--- config.mk ---
export PLATFORM = sky130hd
export DESIGN_NAME = mem_route
export DESIGN_NICKNAME = d
export VERILOG_FILES = /design/src/design/mem_route_pkg.sv /design/src/design/route_dec_if.sv /design/src/design/mem_route.sv /design/src/design/route_decode.sv
export VERILOG_INCLUDE_DIRS = /design/src /design/src/design
export SDC_FILE = /design/constraint.sdc
export NUM_CORES = 1
export LEC_CHECK = 0
export BUFFER_PORTS_ARGS = -buffer_cell sky130_fd_sc_hd__buf_2
export CAP_MARGIN = 0
export CORE_MARGIN = 2
export CORE_UTILIZATION = 45
export CTS_CLUSTER_DIAMETER = 50
export DETAILED_ROUTE_END_ITERATION = 16
export MAX_ROUTING_LAYER = met4
export PLACE_DENSITY = 0.73
export SYNTH_ARGS = -nofsm -noshare
export SYNTH_HDL_FRONTEND = slang
export SYNTH_SLANG_ARGS = --single-unit
--- constraint.sdc ---
create_clock -name clk_in -period 2.1 [get_ports clk_in]
set_input_delay 0.21 -clock clk_in [delete_from_list [all_inputs] [get_ports clk_in]]
set_output_delay 0.21 -clock clk_in [all_outputs]
set_load 0.01 [all_outputs]
--- src/design/mem_route_consts.svh ---
`ifndef MEM_ROUTE_CONSTS_SVH
`define MEM_ROUTE_CONSTS_SVH

// Address space
`define ADDR_W         24
`define SEG_W          8
`define TF_END         24'h001fff
`define FL_LO_END      24'h007fff
`define FL_HI_BASE     24'h018000
`define FL_HI_END      24'h08ffff
`define FL_BANK_B_BASE 24'h070000
`define FCTL_BASE      24'h0e0000
`define FCTL_END       24'h0effff
`define XRS_BASE       24'h00e000
`define XRS_END        24'h00e7ff
`define XRL_BASE       24'h0f0000
`define XRL_END        24'h0f7fff
`define STBY_END       24'h0f3fff
`define ESFR_BASE      24'h00f000
`define ESFR_END       24'h00f1ff
`define IRAM_BASE      24'h00f600
`define IRAM_END       24'h00fdff
`define SFR_BASE       24'h00fe00
`define SFR_END        24'h00ffff

// Peripheral window pages (address bits 23..8)
`define PG_CAN_A       16'h00ef
`define PG_CAN_B       16'h00ee
`define PG_RTC         16'h00ed
`define PG_PWM         16'h00ec
`define PG_I2C         16'h00ea
`define PG_MISC        16'h00eb
`define PG_ASC         16'h00e9
`define PG_SSC         16'h00e8

// Enable bit positions in the peripheral enable word
`define EN_W           16
`define EN_CAN_A       0
`define EN_CAN_B       1
`define EN_XRS         2
`define EN_XRL         3
`define EN_RTC         4
`define EN_PWM         6
`define EN_ASC         7
`define EN_SSC         8
`define EN_I2C         9
`define EN_MISC        10
`define ACT_W          11

// Wait states and segment lines
`define WS_XRAM        2'h0
`define WS_XPER        2'h2
`define SEG_FULL       4'h8
`define SEG_CAN        4'h4

// Access times in ps, and cycle counts derived from the clock
`define CLK_PERIOD_PS  10000
`define XRAM_ACCESS_PS 31250
`define XPER_ACCESS_PS 62500
`define XRAM_CYC       ((`XRAM_ACCESS_PS + `CLK_PERIOD_PS - 1) / `CLK_PERIOD_PS)
`define XPER_CYC       ((`XPER_ACCESS_PS + `CLK_PERIOD_PS - 1) / `CLK_PERIOD_PS)
`define CNT_W          4

`endif

--- src/design/mem_route_pkg.sv ---
`include "mem_route_consts.svh"

package mem_route_pkg;

	// Routing targets
	typedef enum logic [4:0] {
		TGT_EXT    = 5'h00,
		TGT_FLASH  = 5'h01,
		TGT_TFLASH = 5'h02,
		TGT_FCTL   = 5'h03,
		TGT_IRAM   = 5'h04,
		TGT_SFR    = 5'h05,
		TGT_ESFR   = 5'h06,
		TGT_XRS    = 5'h07,
		TGT_XRL    = 5'h08,
		TGT_CAN_A  = 5'h09,
		TGT_CAN_B  = 5'h0a,
		TGT_RTC    = 5'h0b,
		TGT_PWM    = 5'h0c,
		TGT_ASC    = 5'h0d,
		TGT_SSC    = 5'h0e,
		TGT_I2C    = 5'h0f,
		TGT_MISC   = 5'h10
	} target_t;

	// Access sequencer states
	typedef enum logic [1:0] {
		ST_IDLE   = 2'b00,
		ST_ACCESS = 2'b01,
		ST_DONE   = 2'b10
	} route_st_t;

endpackage

--- src/design/route_dec_if.sv ---
`include "mem_route_consts.svh"

// Decode request and answer between sequencer and address decoder
interface route_dec_if;
	import mem_route_pkg::*;
	logic [`ADDR_W-1:0] addr;
	logic               boot;
	logic               gxen;
	logic [`EN_W-1:0]   xper;
	target_t            tgt;
	logic               word_only;
	logic               timed;
	logic [`CNT_W-1:0]  cycles;
	logic [1:0]         ws;
	logic               bank_b;
	logic               stby;
	modport dec (input addr, boot, gxen, xper,
		output tgt, word_only, timed, cycles, ws, bank_b, stby);
	modport seq (output addr, boot, gxen, xper,
		input tgt, word_only, timed, cycles, ws, bank_b, stby);
endinterface

--- src/design/mem_route.sv ---
`include "mem_route_consts.svh"

module mem_route (
	// Clock and reset
	input  wire logic                   clk_in,
	input  wire logic                   rst_b_in,
	// CPU request
	input  wire logic                   req_valid_in,
	input  wire logic [`ADDR_W-1:0]     req_addr_in,
	input  wire logic                   req_write_in,
	input  wire logic                   req_byte_in,
	input  wire logic                   req_fetch_in,
	// Configuration
	input  wire logic                   bootstrap_pin_in,
	input  wire logic                   global_xbus_enable_in,
	input  wire logic [`EN_W-1:0]       xbus_peripheral_enable_reg_in,
	// Flash bank status
	input  wire logic                   flash_bank_a_busy_in,
	input  wire logic                   flash_bank_b_busy_in,
	// Target answer
	input  wire logic                   target_ack_in,
	// CPU answer
	output logic                        req_ready_out,
	output logic                        req_error_out,
	output logic                        busy_out,
	// Routed access
	output mem_route_pkg::target_t      target_out,
	output logic                        strobe_out,
	output logic [`ADDR_W-1:0]          route_addr_out,
	output logic                        route_write_out,
	output logic                        route_byte_out,
	output logic                        flash_bank_b_out,
	output logic                        path_wide_out,
	output logic [1:0]                  wait_states_out,
	output logic                        standby_area_out,
	// Peripheral occupancy
	output logic [`ACT_W-1:0]           periph_active_out,
	output logic [3:0]                  seg_lines_out
);
	import mem_route_pkg::*;

	// Whole state of the router
	typedef struct packed {
		route_st_t           st;
		logic                boot_s1;
		logic                boot_s2;
		target_t             tgt;
		logic [`ADDR_W-1:0]  addr;
		logic                wr;
		logic                byt;
		logic                bank_b;
		logic                wide;
		logic [1:0]          ws;
		logic                stby;
		logic                timed;
		logic [`CNT_W-1:0]   cnt;
		logic                ready;
		logic                err;
		logic                busy;
		logic                strb;
		logic [`ACT_W-1:0]   act;
		logic [3:0]          seg;
	} route_state_t;

	route_state_t  state_r;
	route_state_t  state_nxt;
	route_dec_if   dec_bus ();
	logic          take;
	logic          bad_width;
	logic          bad_bank;
	logic          done_now;

	// Decoder inputs: live request address and current enables
	assign dec_bus.addr = req_addr_in;
	assign dec_bus.boot = state_r.boot_s2;
	assign dec_bus.gxen = global_xbus_enable_in;
	assign dec_bus.xper = xbus_peripheral_enable_reg_in;

	route_decode u_dec (
		.d (dec_bus.dec)
	);

	// Request taken only while idle
	assign take = req_valid_in && (state_r.st == ST_IDLE);

	// Byte access to a word-only peripheral window is refused
	assign bad_width = dec_bus.word_only && req_byte_in;

	// Read of a bank under modification is refused, other bank still served
	assign bad_bank = (dec_bus.tgt == TGT_FLASH) && !req_write_in
		&& (dec_bus.bank_b ? flash_bank_b_busy_in : flash_bank_a_busy_in);

	// Access end: self-timed count or the target's acknowledge
	assign done_now = state_r.timed ? (state_r.cnt == '0) : target_ack_in;

	// Next-state logic
	always_comb
	begin
		state_nxt       = state_r;
		state_nxt.ready = 1'b0;
		state_nxt.err   = 1'b0;

		// Strap crosses in through two flops
		state_nxt.boot_s1 = bootstrap_pin_in;
		state_nxt.boot_s2 = state_r.boot_s1;

		// Occupancy follows both enables every cycle
		state_nxt.act = '0;
		if (global_xbus_enable_in)
		begin
			state_nxt.act = xbus_peripheral_enable_reg_in[`ACT_W-1:0];
		end

		// Segment lines shrink when a CAN controller is present
		if (state_nxt.act[`EN_CAN_A] || state_nxt.act[`EN_CAN_B])
			state_nxt.seg = `SEG_CAN;
		else
			state_nxt.seg = `SEG_FULL;

		case (state_r.st)
			ST_IDLE:
			begin
				if (take)
				begin
					state_nxt.busy = 1'b1;
					// Request copy is shown for refused and routed accesses alike
					state_nxt.addr = req_addr_in;
					state_nxt.wr   = req_write_in;
					state_nxt.byt  = req_byte_in;
					if (bad_width || bad_bank)
					begin
						state_nxt.st    = ST_DONE;
						state_nxt.err   = 1'b1;
						state_nxt.ready = 1'b1;
						state_nxt.tgt   = TGT_EXT;
						state_nxt.strb  = 1'b0;
					end
					else
					begin
						state_nxt.st     = ST_ACCESS;
						state_nxt.strb   = 1'b1;
						// Exactly one target, latched for the whole access
						state_nxt.tgt    = dec_bus.tgt;
						state_nxt.bank_b = dec_bus.bank_b;
						state_nxt.ws     = dec_bus.ws;
						state_nxt.stby   = dec_bus.stby;
						state_nxt.timed  = dec_bus.timed;
						state_nxt.cnt    = dec_bus.cycles - `CNT_W'(1);
						// Wide path only for instruction fetches from flash
						state_nxt.wide   = req_fetch_in && !req_write_in
							&& (dec_bus.tgt == TGT_FLASH || dec_bus.tgt == TGT_TFLASH);
					end
				end
			end
			ST_ACCESS:
			begin
				if (done_now)
				begin
					state_nxt.st    = ST_DONE;
					state_nxt.ready = 1'b1;
					state_nxt.strb  = 1'b0;
				end
				else if (state_r.timed)
				begin
					state_nxt.cnt = state_r.cnt - `CNT_W'(1);
				end
			end
			ST_DONE:
			begin
				state_nxt.st   = ST_IDLE;
				state_nxt.busy = 1'b0;
			end
			default:
			begin
				state_nxt.st   = ST_IDLE;
				state_nxt.busy = 1'b0;
				state_nxt.strb = 1'b0;
			end
		endcase
	end

	// State register with synchronous reset
	always_ff @(posedge clk_in)
	begin
		if (!rst_b_in)
		begin
			state_r <= '{
				st:      ST_IDLE,
				boot_s1: 1'b0,
				boot_s2: 1'b0,
				tgt:     TGT_EXT,
				addr:    '0,
				wr:      1'b0,
				byt:     1'b0,
				bank_b:  1'b0,
				wide:    1'b0,
				ws:      `WS_XRAM,
				stby:    1'b0,
				timed:   1'b0,
				cnt:     '0,
				ready:   1'b0,
				err:     1'b0,
				busy:    1'b0,
				strb:    1'b0,
				act:     '0,
				seg:     `SEG_FULL
			};
		end
		else
		begin
			state_r <= state_nxt;
		end
	end

	// Outputs straight from the state register
	assign req_ready_out     = state_r.ready;
	assign req_error_out     = state_r.err;
	assign busy_out          = state_r.busy;
	assign target_out        = state_r.tgt;
	assign strobe_out        = state_r.strb;
	assign route_addr_out    = state_r.addr;
	assign route_write_out   = state_r.wr;
	assign route_byte_out    = state_r.byt;
	assign flash_bank_b_out  = state_r.bank_b;
	assign path_wide_out     = state_r.wide;
	assign wait_states_out   = state_r.ws;
	assign standby_area_out  = state_r.stby;
	assign periph_active_out = state_r.act;
	assign seg_lines_out     = state_r.seg;

	// reserved areas decode to TGT_SFR and TGT_ESFR, 512 bytes each

endmodule

--- src/design/route_decode.sv ---
`include "mem_route_consts.svh"

module route_decode (
	// Decode port
	route_dec_if.dec d
);
	import mem_route_pkg::*;

	localparam int      NWIN = 8;
	localparam logic [15:0] WIN_PAGE [NWIN] = '{`PG_CAN_A, `PG_CAN_B, `PG_RTC, `PG_PWM,
		`PG_ASC, `PG_SSC, `PG_I2C, `PG_MISC};
	localparam int      WIN_BIT [NWIN] = '{`EN_CAN_A, `EN_CAN_B, `EN_RTC, `EN_PWM,
		`EN_ASC, `EN_SSC, `EN_I2C, `EN_MISC};
	localparam target_t WIN_TGT [NWIN] = '{TGT_CAN_A, TGT_CAN_B, TGT_RTC, TGT_PWM,
		TGT_ASC, TGT_SSC, TGT_I2C, TGT_MISC};

	logic [NWIN-1:0] hit;
	logic [15:0]     page;

	assign page = d.addr[`ADDR_W-1:8];

	// One match per peripheral window, gated by both enables
	genvar g;
	generate
		for (g = 0; g < NWIN; g++)
		begin : g_win
			assign hit[g] = d.gxen && d.xper[WIN_BIT[g]] && (page == WIN_PAGE[g]);
		end
	endgenerate

	// Priority decode: boot flash overlaps low flash and is checked first, so the first matching range wins
	always_comb
	begin
		d.tgt       = TGT_EXT;
		d.word_only = 1'b0;
		d.timed     = 1'b0;
		d.cycles    = '0;
		d.ws        = `WS_XRAM;
		d.bank_b    = 1'b0;
		d.stby      = 1'b0;
		if (d.boot && d.addr <= `TF_END)
			d.tgt = TGT_TFLASH;
		else if (d.addr <= `FL_LO_END || (d.addr >= `FL_HI_BASE && d.addr <= `FL_HI_END))
		begin
			d.tgt    = TGT_FLASH;
			d.bank_b = (d.addr >= `FL_BANK_B_BASE);
		end
		else if (d.addr >= `FCTL_BASE && d.addr <= `FCTL_END)
			d.tgt = TGT_FCTL;
		else if (d.addr >= `ESFR_BASE && d.addr <= `ESFR_END)
			d.tgt = TGT_ESFR;
		else if (d.addr >= `SFR_BASE && d.addr <= `SFR_END)
			d.tgt = TGT_SFR;
		else if (d.addr >= `IRAM_BASE && d.addr <= `IRAM_END)
			d.tgt = TGT_IRAM;
		else if (d.gxen && d.xper[`EN_XRS] && d.addr >= `XRS_BASE && d.addr <= `XRS_END)
			d.tgt = TGT_XRS;
		else if (d.gxen && d.xper[`EN_XRL] && d.addr >= `XRL_BASE && d.addr <= `XRL_END)
		begin
			d.tgt  = TGT_XRL;
			d.stby = (d.addr <= `STBY_END);
		end
		else
		begin
			for (int i = 0; i < NWIN; i++)
			begin
				if (hit[i])
				begin
					d.tgt       = WIN_TGT[i];
					d.word_only = 1'b1;
					d.ws        = `WS_XPER;
				end
			end
		end
		if (d.tgt == TGT_XRS || d.tgt == TGT_XRL)
		begin
			d.timed  = 1'b1;
			d.cycles = `CNT_W'(`XRAM_CYC);
		end
		else if (d.word_only)
		begin
			d.timed  = 1'b1;
			d.cycles = `CNT_W'(`XPER_CYC);
		end
	end

endmodule

==> run summary, run 1 <==
VDD IR-drop max = 0.538 mV
Fmax = 508 MHz
Register area = 0.00122 mm2
Vias = 2875
Starting density of the core = 46.2%
Multi-input logic area = 0.00144 mm2
Hold_sp = bootstrap_pin_in
Reg2reg start = state_r[20]
Number of max-cap violations = 0
H-tree Lvls = 3
Input/output buffers = 97
DRT Pass-1 Iters = 4
Final core occ = 57.6%
Cts bufs inserted = 9
Syn Inst Count = 379
R2r endpoint = state_r[22]
# fillers = 641
Antenna violations before repair = 0
Hold Path Stages = 2
Synth Warn # = 0
DRC viols = 0
R2r worst-path depth = 10
Endpoint class of the critical path = flop
Worst EP arrival = 2210 ps
Most common cell in the synthesized netlist = nand2_1
1st-iter DRT viols = 142
First-pass GRT wire length = 12.0 mm
Final HPWL DP = 5.75 mm
Critical path, cell by cell = buf_2 > or4_4 > or3_4 > nor3_4 > nor4bb_2 > and2_4 > a21o_1 > o32ai_2
Routability cong. = 0.923
Fin. max-slew vios = 0
Final period utilization = 93.7%
Tmin final = 1970 ps
Number of enable flip-flop cells after synthesis = 0
Status = completed
CP Max Fanout = 4
CP Launch Type = input pin
Vias in the first global route = 2578
Crit path max-delay cell type = or4_4
Sink Count = 61
CTS root buf = clkbuf_8
Synth Cell Area = 0.00310 mm2
Worst hold path type = in2reg
I/O pins = 106
Post-Route WL = 7.67 mm
Power Dens Cells = 769 mW/mm2
Kind of critical path = in2reg
Pin count of the biggest net entering global routing = 33
Core area = 0.00672 mm2
Final net count = 521
#FFs+latches synth = 61
Area Overhead vs Synth = 24.7%
Die Ht = 87.0 um
N_diodes = 0
RSZ-0062 raised after global routing = false
Die X = 87.0 um
Hold Crit Endpoint = state_nxt[60]
Top area cells in the synthesized netlist = dfxtp_1 39%, buf_4 11%, nand2_1 9.1%, a21oi_1 6.1%, and3_1 3.4%
CTS tree = built
Vias per cell = 5.20
Total grt overflow = 0
Worst skew pair latency = 330 ps
Layout Skew = 4.24 ps
Worst hold slack = 79.3 ps
Total GRT Usage = 20.9%
Biggest area consumer among synthesized cells = dfxtp_1
Worst R2R Setup Slack = 170 ps
Commonest cells in the netlist = 75 x nand2_1, 61 x dfxtp_1, 46 x buf_4, 38 x a21oi_1, 17 x and3_1
Post-synth cell types = 57
Routed len/inst = 13.9 um
Top FF cell, synth = dfxtp_1
Slowest stage delay, CP = 540 ps
Clk buf depth = 2
Ys async rst share = 0%
TNS Setup = 0 ps
Layout cells sized above 1 = 36.6%
Antenna-violating nets left = 0
Syn_area_per_cell = 8.19 um2
Lkg Pwr = 1.86 nW
Site row count = 30
Required time of the worst setup path = 2350 ps
Reg clk slew, reported paths = 60 ps
Top cell type's share of synthesized area = 39.4%
Sequential area share after synthesis = 39.4%
Final setup vio count = 0
Endpoints failing hold = 0
Total die area = 0.00758 mm2
## layer usage
layer	share of wire, %	vias up	track usage [%]
met3	5.6	17	5.78
met2	47	94	32.3
met1	45	1333	25.9
li1	-	1431	-
met5	0	-	-
met4	2.3	0	7.95
## what timing repair did
item | CTS | global route
resized for setup | 0 | 4
endpoints found under the setup margin | 0 | 3
buffers inserted | 0 | 1
hold buffers | 0 | 0
## metrics by stage
| step | total power [W] | setup slack [ps] | cells | area, um2 |
|---|---|---|---|---|
| floorplan | 0.00158 | 11.6 | 381 | 3110 |
| global placement | 0.00171 | -188 | 536 | 3610 |
| detailed placement | 0.00172 | -215 | 536 | 3610 |
| CTS | 0.00299 | 85.5 | 552 | 3850 |
| global route | 0.00310 | 5.50 | 553 | 3870 |
| finish | 0.00297 | 132 | 553 | 3870 |
## flip-flops by register name, summed over array words and instances, names as in the netlist, 2 cells and up
name               count
target_out             5
state_r                7
route_addr_out        24
periph_active_out     11
seg_lines_out          2
## cell type report
cell class	instances	share of cell area [%]
clock buffers	12	3.75
clock inverters	4	2.46
inverters	9	0.873
multi-input cells	245	37.1
flip-flops and latches	61	31.6
well taps	80	2.59
repair buffers	142	21.6
## worst max path at each step
stage	startpoint	endpoint	slack, ps
2_1_floorplan	req_addr_in[21]	state_r[22]	10
3_3_place_gp	req_addr_in[21]	state_r[22]	-190
3_5_place_dp	req_addr_in[21]	state_r[23]	-220
4_1_cts	state_r[19]	state_r[22]	90
5_1_grt	req_addr_in[10]	state_r[63]	5
6_report	req_addr_in[21]	state_r[22]	130
## cells in the final DEF, fill, tap and decap left out, types with 2 or more instances in the layout
master / count
ha_1: 2
and2_1: 3
o31ai_1: 2
bufinv_16: 3
nand4_1: 5
nand2_1: 75
conb_1: 3
nand2b_1: 3
dfxtp_1: 60
nor4_1: 2
buf_2: 97
inv_1: 8
nor3b_1: 2
buf_4: 44
o211ai_1: 2
and3_1: 17
mux2i_1: 10
or4_4: 2
nand3_1: 12
and3b_1: 2
or2_2: 3
o21a_1: 2
a211oi_1: 3
o21ai_0: 8
clkbuf_1: 2
clkbuf_8: 10
nor2_1: 13
a21oi_1: 38
xnor2_1: 2
nor3_1: 5
## worst max-delay path: cells and delay by family
| family | cells | cell delay (ps) |
|---|---|---|
| AO/OA/AOI/OAI | 2 | 500 |
| buffers and inverters | 1 | 120 |
| AND/OR/NAND/NOR | 5 | 1390 |
## cell families after synthesis
group / after synthesis / synth area share [%]
AND/OR/NAND/NOR: 161 / 28.0
AO/OA/AOI/OAI: 66 / 12.6
other: 1 / 0.121
adder cells (fa/ha/maj): 2 / 0.806
flip-flops: 61 / 39.4
XOR/XNOR: 3 / 0.847
buffers and inverters: 75 / 15.0
multiplexers: 10 / 3.23
## where the power goes
| group | total [W] | internal (W) | switching [W] |
|---|---|---|---|
| clock | 0.00127 | 0.000820 | 0.000450 |
| sequential | 0.00125 | 0.00122 | 0.0000296 |
| combinational | 0.000453 | 0.000197 | 0.000255 |
No activity file was read; power rests on OpenSTA's default activity.
==> run 2, diff against run 1 <==
--- a/config.mk
+++ b/config.mk
@@ -8,6 +8,7 @@
 export LEC_CHECK = 0
 export BUFFER_PORTS_ARGS = -buffer_cell sky130_fd_sc_hd__buf_2
 export CAP_MARGIN = 0
+export CORE_ASPECT_RATIO = 0.6
 export CORE_MARGIN = 2
 export CORE_UTILIZATION = 45
 export CTS_CLUSTER_DIAMETER = 50
==> run summary, run 2 (synthesis gave the netlist of run 1 again) <==
Status = completed
Input/output buffers = 97 (unchanged)
Post-Route WL = 7.81 mm (+1.8%)
Final setup vio count = 0 (unchanged)
Crit path max-delay cell type = dfxtp_1
Vias per cell = 5.11 (-1.7%)
Area Overhead vs Synth = 25.9%
Endpoints failing hold = 0 (unchanged)
CP Max Fanout = 4 (unchanged)
Tmin final = 2070 ps (+104 ps)
Hold-fix buffers, CTS = 0 (unchanged)
Clk buf depth = 2 (unchanged)
DRC viols = 0 (unchanged)
Final HPWL DP = 6.03 mm (+4.8%)
Total grt overflow = 0 (unchanged)
Kind of critical path = reg2reg
H-tree Lvls = 3 (unchanged)
Power Dens Cells = 787 mW/mm2 (+2.5%)
Routability cong. = 0.924 (+0.16%)
Vias = 2851 (-0.83%)
Worst skew pair latency = 330 ps (about the same)
Layout cells sized above 1 = 36.3% (-0.27 points)
Required time of the worst setup path = 2330 ps (-20 ps)
CTS root buf = clkbuf_16
Fin. max-slew vios = 0 (unchanged)
DRT Pass-1 Iters = 4 (unchanged)
Slowest stage delay, CP = 370 ps (-170 ps)
# fillers = 633 (-1.2%)
Final net count = 520 (-0.19%)
Site row count = 23 (-23%)
Final period utilization = 98.7% (+5.0 points)
Worst EP arrival = 2300 ps (+90 ps)
Starting density of the core = 46.5% (+0.29 points)
Pin count of the biggest net entering global routing = 28 (-15%)
I/O pins = 106 (unchanged)
Sink Count = 61 (unchanged)
1st-iter DRT viols = 179 (+26%)
Die X = 111 um (+28%)
CP Launch Type = flop
Reg clk slew, reported paths = 50 ps (about the same)
Placed insts = 542 (+1.1%)
Layout Skew = 4.21 ps (-0.0334 ps)
Antenna-violating nets left = 0 (unchanged)
Vias in the first global route = 2523 (-2.1%)
Most frequent cells in the layout = 97 x buf_2, 75 x nand2_1, 61 x dfxtp_1
Total GRT Usage = 21.1% (+0.23 points)
VDD IR-drop max = 0.576 mV (+7.0%)
Fmax = 483 MHz (-5.0%)
RSZ-0062 raised after global routing = true
Worst hold path type = in2reg
Final core occ = 58.5% (+0.91 points)
Commonest non-fill, non-tap cell in the layout = buf_2
Largest register FFs = 24 (unchanged)
Endpoint class of the critical path = flop
Number of max-cap violations = 0 (unchanged)
CTS tree = built
N_diodes = 0 (unchanged)
Total die area = 0.00760 mm2 (+0.28%)
Final Instance Count excl. Fillers = 558 (+0.90%)
First-pass GRT wire length = 12.0 mm (unchanged)
Lkg Pwr = 1.88 nW (+0.77%)
Core area = 0.00668 mm2 (-0.63%)
Routed len/inst = 14.0 um (+0.86%)
Critical path, cell by cell = inv_1 > ha_1 > nor4bb_1 > a21oi_1 > nor2b_4 > nand2_1 > and2_4 > a21o_4 > o32ai_1
Die Ht = 68.3 um (-22%)
Antenna violations before repair = 0 (unchanged)
Cts bufs inserted = 9 (unchanged)
[run 2: cell type report]
class                           count  area (um2)  share of cell area [%]
Clock buffer                       14         274                    7.01
Clock inverter                      1        5.00                   0.128
Inverter                            9        33.8                   0.865
Multi-Input combinational cell    245        1450                    37.1
Sequential cell                    61        1220                    31.3
Tap cell                           87         109                    2.79
Timing Repair Buffer              141         816                    20.9
[run 2: worst max-delay path, delay by kind of cell (launching register included)]
| family | cells | cell delay (ps) |
|---|---|---|
| buffers and inverters | 1 | 80 |
| and+or+nand+nor | 4 | 650 |
| DFF | 1 | 370 |
| adders and majority gates | 1 | 200 |
| AOI/OAI and AO/OA | 3 | 690 |
[run 2: what timing repair did]
| item | 4_1_cts | 5_1_grt |
|---|---|---|
| gates resized for setup | 0 | 5 |
| endpoints found under the setup margin | 0 | 6 |
| setup buffers | 0 | 1 |
[run 2: worst paths after layout]
kind                    startpoint             to  slack [ps]  cells past startpoint
setup / recovery       state_r[19]    state_r[22]          30                      9
hold / removal    bootstrap_pin_in  state_nxt[60]          90                      2
setup reg to reg       state_r[19]    state_r[22]          30                      9
hold reg to reg      target_out[1]  target_out[1]         450                      2
[run 2: per-layer routing]
layer	global-route usage [%]	vias to the layer above	wire (um)
met1	27.4	1319	3600
met4	7.25	0	34
met2	31.4	98	3510
li1	-	1429	-
met5	-	-	0
met3	6.91	5	657
[run 2: stage by stage]
| stage | hold slack (ps) | setup WS [ps] | setup TNS, ps | power, W | area, um2 |
|---|---|---|---|---|---|
| after global routing | 106 | -35.7 | -130 | 0.00322 | 3910 |
| after detailed placement | 432 | -254 | -2540 | 0.00173 | 3590 |
| after CTS | 83.5 | 39.5 | 0 | 0.00310 | 3870 |
| final | 91.7 | 27.8 | 0 | 0.00308 | 3910 |
| after global placement | 426 | -179 | -2020 | 0.00171 | 3590 |
| after floorplan | 337 | 11.6 | 0 | 0.00158 | 3110 |
[run 2: power by group]
group          total (W)  switching [W]  internal, W
combinational   0.000462       0.000257     0.000205
sequential       0.00126      0.0000309      0.00122
clock            0.00136       0.000473     0.000885
